`config.mk`:
```
export PLATFORM = sky130hd
export DESIGN_NAME = fcap_host
export DESIGN_NICKNAME = d
export VERILOG_FILES = /design/src/fcap_pkg.sv /design/src/fcap_cyc_if.sv /design/src/fcap_bus_cycle.sv /design/src/fcap_host.sv
export SDC_FILE = /design/constraint.sdc
export NUM_CORES = 1
export LEC_CHECK = 0
export BUFFER_PORTS_ARGS = -buffer_cell sky130_fd_sc_hd__buf_4
export CAP_MARGIN = 20
export CORE_MARGIN = 2
export CORE_UTILIZATION = 39
export DETAILED_ROUTE_END_ITERATION = 7
export GPL_TIMING_DRIVEN = 0
export HOLD_SLACK_MARGIN = 0.12
export RECOVER_POWER = 100
export SETUP_SLACK_MARGIN = 0.5
export SYNTH_ARGS = -nofsm -noshare
export SYNTH_HDL_FRONTEND = slang
export SYNTH_SLANG_ARGS = --single-unit
```
`constraint.sdc`:
```
create_clock -name i_ref_clk -period 4.3 [get_ports i_ref_clk]
set_input_delay 0.43 -clock i_ref_clk [delete_from_list [all_inputs] [get_ports i_ref_clk]]
set_output_delay 0.43 -clock i_ref_clk [all_outputs]
set_load 0.005 [all_outputs]
```
`src/fcap_pkg.sv`:
```
package fcap_pkg;

   localparam int CLK_PERIOD_NS = 40;
   localparam int T_WP_NS       = 45;
   localparam int T_ACC_NS      = 150;
   localparam int SYNC_STAGES   = 2;

   // least times round up to whole cycles
   localparam logic [2:0] WP_CYC  = 3'((T_WP_NS + CLK_PERIOD_NS - 1) / CLK_PERIOD_NS);
   localparam logic [2:0] ACC_CYC = 3'((T_ACC_NS + CLK_PERIOD_NS - 1) / CLK_PERIOD_NS);
   localparam logic [2:0] RD_CYC  = 3'(ACC_CYC + 3'(SYNC_STAGES));

   localparam int ADDR_W = 18;
   localparam int PIN_W  = 19;
   localparam int DATA_W = 16;

   localparam logic [ADDR_W-1:0] UNLOCK1_ADDR = 18'h00555;
   localparam logic [ADDR_W-1:0] UNLOCK2_ADDR = 18'h002aa;
   localparam logic [ADDR_W-1:0] RESET_ADDR   = 18'h00000;
   localparam logic [7:0]        UNLOCK1_DATA = 8'haa;
   localparam logic [7:0]        UNLOCK2_DATA = 8'h55;
   localparam logic [7:0]        CMD_AUTOSEL  = 8'h90;
   localparam logic [7:0]        CMD_RESET    = 8'hf0;

   localparam logic [11:0] PROT_OFS_WORD = 12'h002;
   localparam logic [12:0] PROT_OFS_BYTE = 13'h0004;

   localparam int NUM_SECT = 11;
   // A17:A12 of each sector base, bottom-boot map
   localparam logic [5:0] SECT_BASE [0:NUM_SECT-1] = '{6'h00, 6'h02, 6'h03, 6'h04, 6'h08,
                                                       6'h10, 6'h18, 6'h20, 6'h28, 6'h30, 6'h38};

   typedef enum logic [2:0] {OP_READ, OP_WRITE, OP_RESET, OP_AUTOSEL, OP_PROT_CHECK, OP_HV_READ} fcap_op_t;

endpackage

```
`src/fcap_cyc_if.sv`:
```
`timescale 1ns/1ps
interface fcap_cyc_if;
   logic        req;
   logic        wr;
   logic        byte_mode;
   logic [18:0] pins;
   logic [15:0] wdata;
   logic        done;
   logic [15:0] rdata;

   modport master (output req, output wr, output byte_mode, output pins, output wdata,
                   input done, input rdata);
   modport engine (input req, input wr, input byte_mode, input pins, input wdata,
                   output done, output rdata);
endinterface

```
`src/fcap_bus_cycle.sv`:
```
`timescale 1ns/1ps
module fcap_bus_cycle
   import fcap_pkg::*;
(
   input  wire logic                        i_ref_clk,
   input  wire logic                        i_reset_n,
   fcap_cyc_if.engine                       cyc,
   input  wire logic [fcap_pkg::DATA_W-1:0] i_dq_in,
   output logic                             o_ce_n,
   output logic                             o_oe_n,
   output logic                             o_we_n,
   output logic [fcap_pkg::ADDR_W-1:0]      o_addr,
   output logic [fcap_pkg::DATA_W-1:0]      o_dq_out,
   output logic                             o_dq_oe_lo,
   output logic                             o_dq_oe_hi,
   output logic                             o_dq15_oe
);
   typedef enum logic [1:0] {E_IDLE, E_SETUP, E_STROBE, E_HOLD} fcap_est_t;

   fcap_est_t   st_reg;
   logic [2:0]  cnt_reg;
   logic        wr_reg;
   logic        byte_reg;
   logic        done_reg;
   logic [15:0] rdata_reg;
   logic [15:0] dq_s1_reg;
   logic [15:0] dq_s2_reg;

   assign cyc.done  = done_reg;
   assign cyc.rdata = rdata_reg;

   // data pins come from the device, outside our timing
   always_ff @(posedge i_ref_clk or negedge i_reset_n)
   begin
      if (!i_reset_n)
      begin
         dq_s1_reg <= 16'h0000;
         dq_s2_reg <= 16'h0000;
      end
      else
      begin
         dq_s1_reg <= i_dq_in;
         dq_s2_reg <= dq_s1_reg;
      end
   end

   always_ff @(posedge i_ref_clk or negedge i_reset_n)
   begin
      if (!i_reset_n)
      begin
         st_reg     <= E_IDLE;
         cnt_reg    <= 3'h0;
         wr_reg     <= 1'b0;
         byte_reg   <= 1'b0;
         done_reg   <= 1'b0;
         rdata_reg  <= 16'h0000;
         o_ce_n     <= 1'b1;
         o_oe_n     <= 1'b1;
         o_we_n     <= 1'b1;
         o_addr     <= 18'h00000;
         o_dq_out   <= 16'h0000;
         o_dq_oe_lo <= 1'b0;
         o_dq_oe_hi <= 1'b0;
         o_dq15_oe  <= 1'b0;
      end
      else
      begin
         unique case (st_reg)
            E_IDLE:
            begin
               done_reg <= 1'b0;
               if (cyc.req)
               begin
                  // address settles a full cycle before either strobe falls
                  o_ce_n     <= 1'b0;
                  o_addr     <= cyc.pins[18:1];
                  o_dq_out   <= {cyc.byte_mode ? cyc.pins[0] : cyc.wdata[15], cyc.wdata[14:0]};
                  o_dq_oe_lo <= cyc.wr;
                  o_dq_oe_hi <= cyc.wr & ~cyc.byte_mode;
                  o_dq15_oe  <= cyc.byte_mode;
                  wr_reg     <= cyc.wr;
                  byte_reg   <= cyc.byte_mode;
                  st_reg     <= E_SETUP;
               end
            end
            E_SETUP:
            begin
               // write strobe only with output gate high, never both low
               if (wr_reg)
               begin
                  o_we_n  <= 1'b0;
                  cnt_reg <= WP_CYC - 3'h1;
               end
               else
               begin
                  o_oe_n  <= 1'b0;
                  cnt_reg <= RD_CYC - 3'h1;
               end
               st_reg <= E_STROBE;
            end
            E_STROBE:
            begin
               if (cnt_reg == 3'h0)
               begin
                  o_we_n    <= 1'b1;
                  o_oe_n    <= 1'b1;
                  rdata_reg <= byte_reg ? {8'h00, dq_s2_reg[7:0]} : dq_s2_reg;
                  st_reg    <= E_HOLD;
               end
               else
               begin
                  cnt_reg <= cnt_reg - 3'h1;
               end
            end
            E_HOLD:
            begin
               // data and address held one cycle past the rising write strobe
               o_ce_n     <= 1'b1;
               o_dq_oe_lo <= 1'b0;
               o_dq_oe_hi <= 1'b0;
               o_dq15_oe  <= 1'b0;
               done_reg   <= 1'b1;
               st_reg     <= E_IDLE;
            end
         endcase
      end
   end
endmodule // fcap_bus_cycle

```
`src/fcap_host.sv`:
```
`timescale 1ns/1ps
module fcap_host
   import fcap_pkg::*;
(
   input  wire logic                        i_ref_clk,
   input  wire logic                        i_reset_n,
   input  wire logic                        i_op_valid,
   input  wire fcap_pkg::fcap_op_t          i_op,
   input  wire logic [fcap_pkg::PIN_W-1:0]  i_addr,
   input  wire logic [fcap_pkg::DATA_W-1:0] i_wdata,
   input  wire logic [3:0]                  i_sector,
   input  wire logic                        i_byte_mode,
   input  wire logic                        i_temp_unprotect,
   input  wire logic [fcap_pkg::DATA_W-1:0] i_dq_in,
   output logic                             o_op_ready,
   output logic                             o_done,
   output logic [fcap_pkg::DATA_W-1:0]      o_rdata,
   output logic                             o_protected,
   output logic                             o_in_autosel,
   output logic                             o_ce_n,
   output logic                             o_oe_n,
   output logic                             o_we_n,
   output logic [fcap_pkg::ADDR_W-1:0]      o_addr,
   output logic [fcap_pkg::DATA_W-1:0]      o_dq_out,
   output logic                             o_dq_oe_lo,
   output logic                             o_dq_oe_hi,
   output logic                             o_dq15_oe,
   output logic                             o_byte_n,
   output logic                             o_flash_reset_n,
   output logic                             o_reset_hv_en,
   output logic                             o_hv_sense_line_en
);
   typedef enum logic [2:0] {S_IDLE, S_PRE_RESET, S_UNLOCK1, S_UNLOCK2, S_CMD, S_ACCESS, S_WAIT} fcap_st_t;

   fcap_st_t    state_reg;
   fcap_st_t    after_reg;
   fcap_op_t    op_reg;
   logic [18:0] addr_reg;
   logic [15:0] wdata_reg;
   logic [5:0]  sect_base_reg;
   logic        byte_reg;
   logic        req_reg;
   logic        wr_reg;
   logic [18:0] pins_reg;
   logic [15:0] cyc_data_reg;
   logic        rst_cyc_reg;
   logic        asel_cyc_reg;
   logic [18:0] prot_pins;

   fcap_cyc_if cyc ();

   assign cyc.req       = req_reg;
   assign cyc.wr        = wr_reg;
   assign cyc.byte_mode = byte_reg;
   assign cyc.pins      = pins_reg;
   assign cyc.wdata     = cyc_data_reg;

   // sector base on A17:A12, protection offset below it
   assign prot_pins = byte_reg ? {sect_base_reg, PROT_OFS_BYTE}
                               : {sect_base_reg, PROT_OFS_WORD, 1'b0};

   fcap_bus_cycle u_bus_cycle (
      .i_ref_clk  (i_ref_clk),
      .i_reset_n  (i_reset_n),
      .cyc        (cyc),
      .i_dq_in    (i_dq_in),
      .o_ce_n     (o_ce_n),
      .o_oe_n     (o_oe_n),
      .o_we_n     (o_we_n),
      .o_addr     (o_addr),
      .o_dq_out   (o_dq_out),
      .o_dq_oe_lo (o_dq_oe_lo),
      .o_dq_oe_hi (o_dq_oe_hi),
      .o_dq15_oe  (o_dq15_oe)
   );

   // pin levels that only follow the user's settings
   always_ff @(posedge i_ref_clk or negedge i_reset_n)
   begin
      if (!i_reset_n)
      begin
         o_flash_reset_n <= 1'b0;
         o_reset_hv_en   <= 1'b0;
         o_byte_n        <= 1'b1;
         byte_reg        <= 1'b0;
      end
      else
      begin
         o_flash_reset_n <= 1'b1;
         o_reset_hv_en   <= i_temp_unprotect;
         // width only changes between operations so a cycle never sees it move
         if (state_reg == S_IDLE)
         begin
            byte_reg <= i_byte_mode;
            o_byte_n <= ~i_byte_mode;
         end
      end
   end

   always_ff @(posedge i_ref_clk or negedge i_reset_n)
   begin
      if (!i_reset_n)
      begin
         state_reg     <= S_IDLE;
         after_reg     <= S_IDLE;
         op_reg        <= OP_READ;
         addr_reg      <= 19'h00000;
         wdata_reg     <= 16'h0000;
         sect_base_reg <= 6'h00;
         req_reg       <= 1'b0;
         wr_reg        <= 1'b0;
         pins_reg      <= 19'h00000;
         cyc_data_reg  <= 16'h0000;
         rst_cyc_reg   <= 1'b0;
         asel_cyc_reg  <= 1'b0;
         o_op_ready    <= 1'b0;
         o_done        <= 1'b0;
         o_rdata       <= 16'h0000;
         o_protected   <= 1'b0;
         o_hv_sense_line_en <= 1'b0;
      end
      else
      begin
         req_reg <= 1'b0;
         o_done  <= 1'b0;
         unique case (state_reg)
            S_IDLE:
            begin
               o_op_ready <= 1'b1;
               if (i_op_valid && o_op_ready)
               begin
                  o_op_ready    <= 1'b0;
                  op_reg        <= i_op;
                  addr_reg      <= i_addr;
                  wdata_reg     <= i_wdata;
                  // out-of-range sector numbers fold onto the last sector
                  sect_base_reg <= SECT_BASE[(i_sector < 4'(NUM_SECT)) ? i_sector : 4'(NUM_SECT - 1)];
                  o_hv_sense_line_en <= (i_op == OP_HV_READ);
                  // array access from autoselect needs a reset first
                  if (o_in_autosel && (i_op == OP_READ || i_op == OP_WRITE))
                     state_reg <= S_PRE_RESET;
                  else if (i_op == OP_AUTOSEL)
                     state_reg <= S_UNLOCK1;
                  else if (i_op == OP_RESET)
                     state_reg <= S_CMD;
                  else
                     state_reg <= S_ACCESS;
               end
            end
            S_PRE_RESET:
            begin
               req_reg      <= 1'b1;
               wr_reg       <= 1'b1;
               pins_reg     <= {RESET_ADDR, 1'b0};
               cyc_data_reg <= {8'h00, CMD_RESET};
               rst_cyc_reg  <= 1'b1;
               asel_cyc_reg <= 1'b0;
               after_reg    <= S_ACCESS;
               state_reg    <= S_WAIT;
            end
            S_UNLOCK1:
            begin
               req_reg      <= 1'b1;
               wr_reg       <= 1'b1;
               pins_reg     <= {UNLOCK1_ADDR, 1'b0};
               cyc_data_reg <= {8'h00, UNLOCK1_DATA};
               rst_cyc_reg  <= 1'b0;
               asel_cyc_reg <= 1'b0;
               after_reg    <= S_UNLOCK2;
               state_reg    <= S_WAIT;
            end
            S_UNLOCK2:
            begin
               req_reg      <= 1'b1;
               wr_reg       <= 1'b1;
               pins_reg     <= {UNLOCK2_ADDR, 1'b0};
               cyc_data_reg <= {8'h00, UNLOCK2_DATA};
               after_reg    <= S_CMD;
               state_reg    <= S_WAIT;
            end
            S_CMD:
            begin
               req_reg      <= 1'b1;
               wr_reg       <= 1'b1;
               rst_cyc_reg  <= (op_reg == OP_RESET);
               asel_cyc_reg <= (op_reg == OP_AUTOSEL);
               pins_reg     <= (op_reg == OP_AUTOSEL) ? {UNLOCK1_ADDR, 1'b0} : {RESET_ADDR, 1'b0};
               cyc_data_reg <= {8'h00, (op_reg == OP_AUTOSEL) ? CMD_AUTOSEL : CMD_RESET};
               after_reg    <= S_IDLE;
               state_reg    <= S_WAIT;
            end
            S_ACCESS:
            begin
               req_reg      <= 1'b1;
               wr_reg       <= (op_reg == OP_WRITE);
               pins_reg     <= (op_reg == OP_PROT_CHECK) ? prot_pins : addr_reg;
               cyc_data_reg <= wdata_reg;
               rst_cyc_reg  <= 1'b0;
               asel_cyc_reg <= 1'b0;
               after_reg    <= S_IDLE;
               state_reg    <= S_WAIT;
            end
            S_WAIT:
            begin
               if (cyc.done)
               begin
                  state_reg <= after_reg;
                  if (after_reg == S_IDLE)
                  begin
                     o_done      <= 1'b1;
                     o_rdata     <= cyc.rdata;
                     o_protected <= cyc.rdata[0];
                     o_hv_sense_line_en <= 1'b0;
                  end
               end
            end
            default:
            begin
               state_reg <= S_IDLE;
            end
         endcase
      end
   end

   // mirrors the device: autoselect holds until a reset command is written
   always_ff @(posedge i_ref_clk or negedge i_reset_n)
   begin
      if (!i_reset_n)
         o_in_autosel <= 1'b0;
      else if (state_reg == S_WAIT && cyc.done)
      begin
         if (asel_cyc_reg)
            o_in_autosel <= 1'b1;
         else if (rst_cyc_reg)
            o_in_autosel <= 1'b0;
      end
   end
endmodule // fcap_host

```
**Word-level counts from Yosys, hierarchy flattened**

Memories as Yosys holds them, arrays and structs flattened. A register that Yosys moved wholly into a read port is not among the register bits.
Index checks and enable logic that the tools add are counted.

- $add $sub $neg: 1
- Multipliers: 0
- Div/mod/pow operators: 0
- $lt $le $gt $ge: 1
- Equal/unequal tests: 25
- Shifts and indexed selects: 0
- Multiplexer cells: 49
- Bitwise logic cells: 4
- Reduce and logical (&&, ||, !) cells: 36

Operators by type and width:

| kind | number |
|---|---|
| 19-bit one-hot mux with 5 select lines | 1 |
| 16-bit one-hot mux with 5 select lines | 1 |
| 1-bit one-hot mux with 2 select lines | 10 |
| 1-bit 2-to-1 mux | 19 |
| 19-bit 2-to-1 mux | 1 |
| 3-bit by 2-bit equality test with 1-bit output (second input constant) | 6 |
| 3-bit 2-to-1 mux | 6 |
| 16-bit 2-to-1 mux | 1 |
| 2-bit AND reduction | 8 |
| 3-bit equality test (second input constant) | 5 |
| 3-bit zero test | 4 |
| 12-bit 2-to-1 mux | 1 |
| 3-bit one-hot mux with 4 select lines | 1 |
| 2-bit nonzero test | 6 |
| 3-bit by 1-bit equality test with 1-bit output (second input constant) | 3 |
| 3-bit one-hot mux with 3 select lines | 1 |
| 3-bit AND reduction | 3 |
| 2-bit by 1-bit inequality test with 1-bit output (second input constant) | 4 |
| 2-bit inequality test (second input constant) | 4 |
| 2-bit one-hot mux with 4 select lines | 1 |
| 7-bit 2-to-1 mux | 1 |
| 3-bit one-hot mux with 2 select lines | 1 |
| 4-bit inverter with 5-bit output | 1 |
| 5-bit nonzero test | 1 |
| 20 further kinds | 26 |

- Register bits: 204
- Bits in latches: 0
- Bits in writable memories: 0
- ROM bits: 96
- Input port bits: 63
- Output and inout port bits: 64
- Word-level logic and storage cells: 154
- Memories: 1

Memory list:

| name | depth | bits a word | rd ports | clocked after memory_dff | wr ports | RTL line | RTL |
|---|---|---|---|---|---|---|---|
| (no name shown) | 16 | 6 | 1 | 1 | 0 | fcap_host.sv:137 | `sect_base_reg <= SECT_BASE[(i_sector < 4'(NUM_SECT)) ? i_sector : 4'(NUM_SECT - 1)];` |

**Longest topological paths before layout**

- Depth after elaboration: 6
- Gate-level depth with buffers: 8
- Mapped depth without buffers: 7

**Cells and area by module**

From an unflattened synthesis, not the netlist that was laid out.

- Cells, all modules: 600
- Area total of the unflattened synthesis: 8296.7 um^2

Modules (own cells, without submodules):

| module | instances | cells an instance | area an instance (um^2) |
|---|---|---|---|
| fcap_host | 1 | 367 | 4733.3 |
| fcap_bus_cycle | 1 | 233 | 3563.4 |

**Least setup slack after synthesis**

No wires, ideal clock.

- Path kind: register -> register
- Start point: register u_bus_cycle.st_reg[0]
- End point: register u_bus_cycle.rdata_reg[6], in the netlist u_bus_cycle.cyc.rdata[6]
- Setup time: 0.125 ns
- Arrival: 1.635 ns
- Path slack: 2.540 ns
- Cell stages (with the launch flop): 7
- Path buffers: 2
- Clock period less this slack: 1.760 ns
- Cell sequence: dfrtp_1 > inv_1 > ha_1 > clkbuf_1 > nand3b_1 > clkbuf_1 > mux2_2

- Word-level cells in the longest chain between the ends: 2

RTL lines:

| element | RTL line | RTL |
|---|---|---|
| start, declared | fcap_bus_cycle.sv:20 | `fcap_est_t st_reg;` |
| start signal, assigned | fcap_bus_cycle.sv:51 | `st_reg <= E_IDLE;` |
| start signal, assigned | fcap_bus_cycle.sv:83 | `st_reg <= E_SETUP;` |
| start signal, assigned | fcap_bus_cycle.sv:99 | `st_reg <= E_STROBE;` |
| 2-bit equality test | fcap_bus_cycle.sv:68 | `unique case (st_reg)` |
| 2-bit AND reduction (no source line) | n/a |  |
| end signal, assigned | fcap_bus_cycle.sv:107 | `rdata_reg <= byte_reg ? {8'h00, dq_s2_reg[7:0]} : dq_s2_reg;` |
| end, declared | fcap_bus_cycle.sv:25 | `logic [15:0] rdata_reg;` |

No other way between the ends.
A chain may end at the register's enable or synchronous reset.

**Worst setup path after layout**

- Start point: register u_bus_cycle.st_reg[0]
- End point: register u_bus_cycle.o_addr[5] in the netlist's numbering

- Word-level cells in the longest chain between the ends: 2

RTL lines:

| element | RTL line | RTL |
|---|---|---|
| 2-bit zero test | fcap_bus_cycle.sv:68 |  |
| 2-bit AND reduction (no source line) | n/a |  |
| end signal, assigned | fcap_bus_cycle.sv:76 | `o_addr <= cyc.pins[18:1];` |
| end, declared | fcap_bus_cycle.sv:12 | `output logic [fcap_pkg::ADDR_W-1:0] o_addr,` |

No other way between the ends.

==> metrics.log <==
[metrics] run status: completed
[metrics] number of distinct library cells after synthesis: 54
[metrics] total of buffers placed on input and output ports: 125
[metrics] clock skew: 12.0 ps
[metrics] die extent in y: 149 um
[metrics] All-Layer GR Usage: 16.7%
[metrics] Core ar.: 0.0209 mm2
[metrics] overall via count from detail_route: 5,735
[metrics] first-pass GRT wire length: 30,000 um
[metrics] floorplan die area: 0.0223 mm2
[metrics] count of buffers added by post-CTS timing repair for setup: 0
[metrics] vias in the first global route: 5,715
[metrics] period utilization: 58.6%
[metrics] top library cells by usage in the layout, fill and taps aside: dfrtp_1 (205), nand2_1 (164), clkbuf_4 (62), mux2_2 (55), buf_4 (49)
[metrics] final HPWL from detailed placement: 12,200 um
[metrics] antenna fix cells: 0
[metrics] library cell with the largest summed area after synthesis: dfrtp_1
[metrics] fraction of synthesized cell area taken by the top area cell type: 62.2%
[metrics] commonest register cell after synthesis: dfrtp_1
[metrics] Worst IR Drop VDD: 0.275 mV
[metrics] setup TNS: 0 ps
[metrics] number of enable-type register cells in the synthesized netlist: 0
[metrics] Sink Count: 209
[metrics] top achievable clock speed: 397 MHz
[metrics] number of levels the H-tree was split into: 1
[metrics] Final Critical Period: 2520 ps
[metrics] final routed wirelength across all metal layers: 18,200 um
[metrics] total DRC errors in the routed layout: 0
[metrics] antenna viol nets, final: 0
[metrics] share of power burned in registers: 46.6%
[metrics] share of flip-flops with an asynchronous set or reset: 100%
[metrics] post-synthesis instance area: 0.00824 mm2
[metrics] Avg Inst Size Synth: 11.9 um2
[metrics] Placed Instance Area: 0.00956 mm2
[metrics] finished layout cell area: 0.0107 mm2
[metrics] buffers from clock root to sink, at most: 3
[metrics] longest individual stage delay on the worst path: 630 ps
[metrics] kind of critical path: register to register
[metrics] drt first-iter violations: 370
[metrics] source of the critical timing path: u_bus_cycle.st_reg[0]
[metrics] post-synth net total: 764
[metrics] CP endpoint kind: register
[metrics] Clock transition at path regs: 60 ps
[metrics] cell types with the largest area share after synthesis: dfrtp_1 (62%), mux2_2 (7.5%), nand2_1 (7.4%)
[metrics] count of instances resized after the clock tree is built: 0
[metrics] hold crit path type: input pin to register
[metrics] actual slew at the worst max-slew pin: 832 ps
[metrics] initial antenna violation count: 0
[metrics] Root Buffer Master: clkbuf_16
[metrics] clk_lat worst skew: 510 ps
[metrics] static leakage: 5.34 nW
[metrics] cell repeated most along the worst path: clkbuf_1
[metrics] Power Total: 4.27 mW
[metrics] combined buffer and inverter count along the critical path: 3
[metrics] largest delay contributor family on the critical path: buffers and inverters
[metrics] boundary pin count: 127
[metrics] horizontal die dimension: 149 um
[metrics] WL per Instance: 15.3 um
[metrics] number of rows created at floorplan: 53
[metrics] Worst slew margin: 44.1%
[metrics] Max Cap Viol: 0
[metrics] Setup WS pre-CTS: 2120 ps
[metrics] RSZ-0062 raised after global routing: false
[metrics] fraction of power consumed by combinational cells: 3.1%
[metrics] final core utilization: 51.5%
[metrics] Reg2Reg Launch Point: u_bus_cycle.st_reg[0]
[metrics] Setup crit start kind: register
[metrics] pin count of the biggest net entering global routing: 109
[metrics] Final Hold Viols: 0
[metrics] most common cell after layout, fill and taps aside: dfrtp_1
[metrics] final-layout worst hold slack: 129 ps
[metrics] Int Power: 3.41 mW
[metrics] Post-Place Cells: 1,094
[metrics] number of synthesized register bits: 209
[metrics] final worst-path setup slack: 1780 ps
[metrics] RD Place Congestion: 0.803
[metrics] setup-violating endpoint count in the final report: 0
[metrics] CTS Hold Bufs: 47
[metrics] clock network fraction of total power: 50.3%
[metrics] Mapped Cells: 693
[metrics] CTS tree: done
[metrics] Inserted Clock Buffers: 24
[metrics] sequential share of the synthesized area: 63.5%
[metrics] number of nets at the end of the flow: 963
[metrics] switching share of power: 20.2%
[metrics] total iterations of the first detailed-routing run: 4
[metrics] arrival time worst endpoint: 2910 ps
[metrics] vias per cell: 4.84
[metrics] net load switching power: 862 uW
[metrics] Ys Warns: 0
[metrics] remaining global-route overflow: 0
[metrics] non-filler cells in the finished layout: 1,185
[metrics] worst setup slack for register-to-register paths: 1780 ps
[metrics] list of cells traversed by the critical path: inv_1 -> ha_1 -> clkbuf_1 -> nand2_1 -> clkbuf_1 -> mux2_2
[metrics] max-slew violations: 0
[metrics] critical-path maximum fanout: 10
[metrics] area grow syn2layout: 30.4%
[metrics] initial standard-cell utilization of the core: 39.5%
[metrics] Power Density: 397 mW/mm2
[metrics] startpoint of the most critical hold path: i_addr[2]
[metrics] Critical Path Slowest Stage Cell: clkbuf_1
[metrics] proportion of layout cells with a drive suffix above 1: 24.0%
[metrics] worst path required time: 4690 ps
## Yosys cell counts, types with 2 or more instances
library cell and n:
dfrtp_1 205, nand2_1 163, mux2_2 55, o21ai_0 38, a21oi_1 16, buf_2 16
inv_1 16, a22o_1 15, nor2_1 15, clkbuf_1 14, nand3_1 12, nand2b_1 11
mux2_4 9, mux2i_1 9, a31oi_1 8, ha_1 8, a221o_1 7, a211oi_1 6
nor2b_1 5, dfstp_2 4, nand3b_1 4, or3_1 4, a21o_1 3, a221oi_1 3
buf_1 3, buf_4 3, nor3_1 3, nor3b_1 3, o221ai_1 3, o22ai_1 3
a22oi_1 2, and2_1 2, and3b_1 2, buf_6 2, o22a_1 2
## worst reg2reg max path, stage by stage, from the launching register on
cell and delay [ps]:
dfrtp_1 410, inv_1 80, ha_1 190, clkbuf_1 190, nand2_1 480, clkbuf_1 630
mux2_2 410
## cell families after synthesis
group | share of synthesized area, %
compound gates | 9.26
mux | 10.2
simple gates | 12.6
buf+inv | 3.07
flops | 63.5
other cells | 0.0455
fa+ha+maj | 1.21
## power groups by stage
stage,Sequential (mW),Clock (mW),Combinational [mW]
after detailed placement,2.02,0,0.104
after floorplan,2.02,0,0.0102
after global routing,1.99,2.31,0.151
after CTS,1.99,2.21,0.139
after global placement,2.02,0,0.100
final,1.99,2.15,0.133
## layer usage
| metal | vias to the layer above | track usage [%] | part of all wire [%] |
|---|---|---|---|
| met5 | - | 0 | 0 |
| met4 | 0 | 3.95 | 1.5 |
| met3 | 20 | 3.18 | 5.6 |
| met2 | 142 | 26.4 | 47 |
| met1 | 2796 | 24.1 | 46 |
| li1 | 2777 | - | - |
## layout make-up
cell class              count  area (um2)
fillers                  1875       10100
flip-flops and latches    209        5240
multi-input cells         429        2700
repair buffers            173        1390
clock buffers              32         681
well taps                 275         344
clock inverters            12         174
plain buffers              38         161
inverters                  17        63.8
## final timing paths
| check | endpoint | cells after the start |
|---|---|---|
| worst max-delay path | u_bus_cycle.o_addr[5] | 6 |
| worst min-delay path | addr_reg[2] | 3 |
| worst max register to register | u_bus_cycle.o_addr[5] | 6 |
| worst min register to register | u_bus_cycle.dq_s2_reg[9] | 0 |
| max in group asynchronous | cyc.pins[13] | 3 |
| min in group asynchronous | u_bus_cycle.cyc.rdata[6] | 2 |
Power figures use the tool's default switching activity.
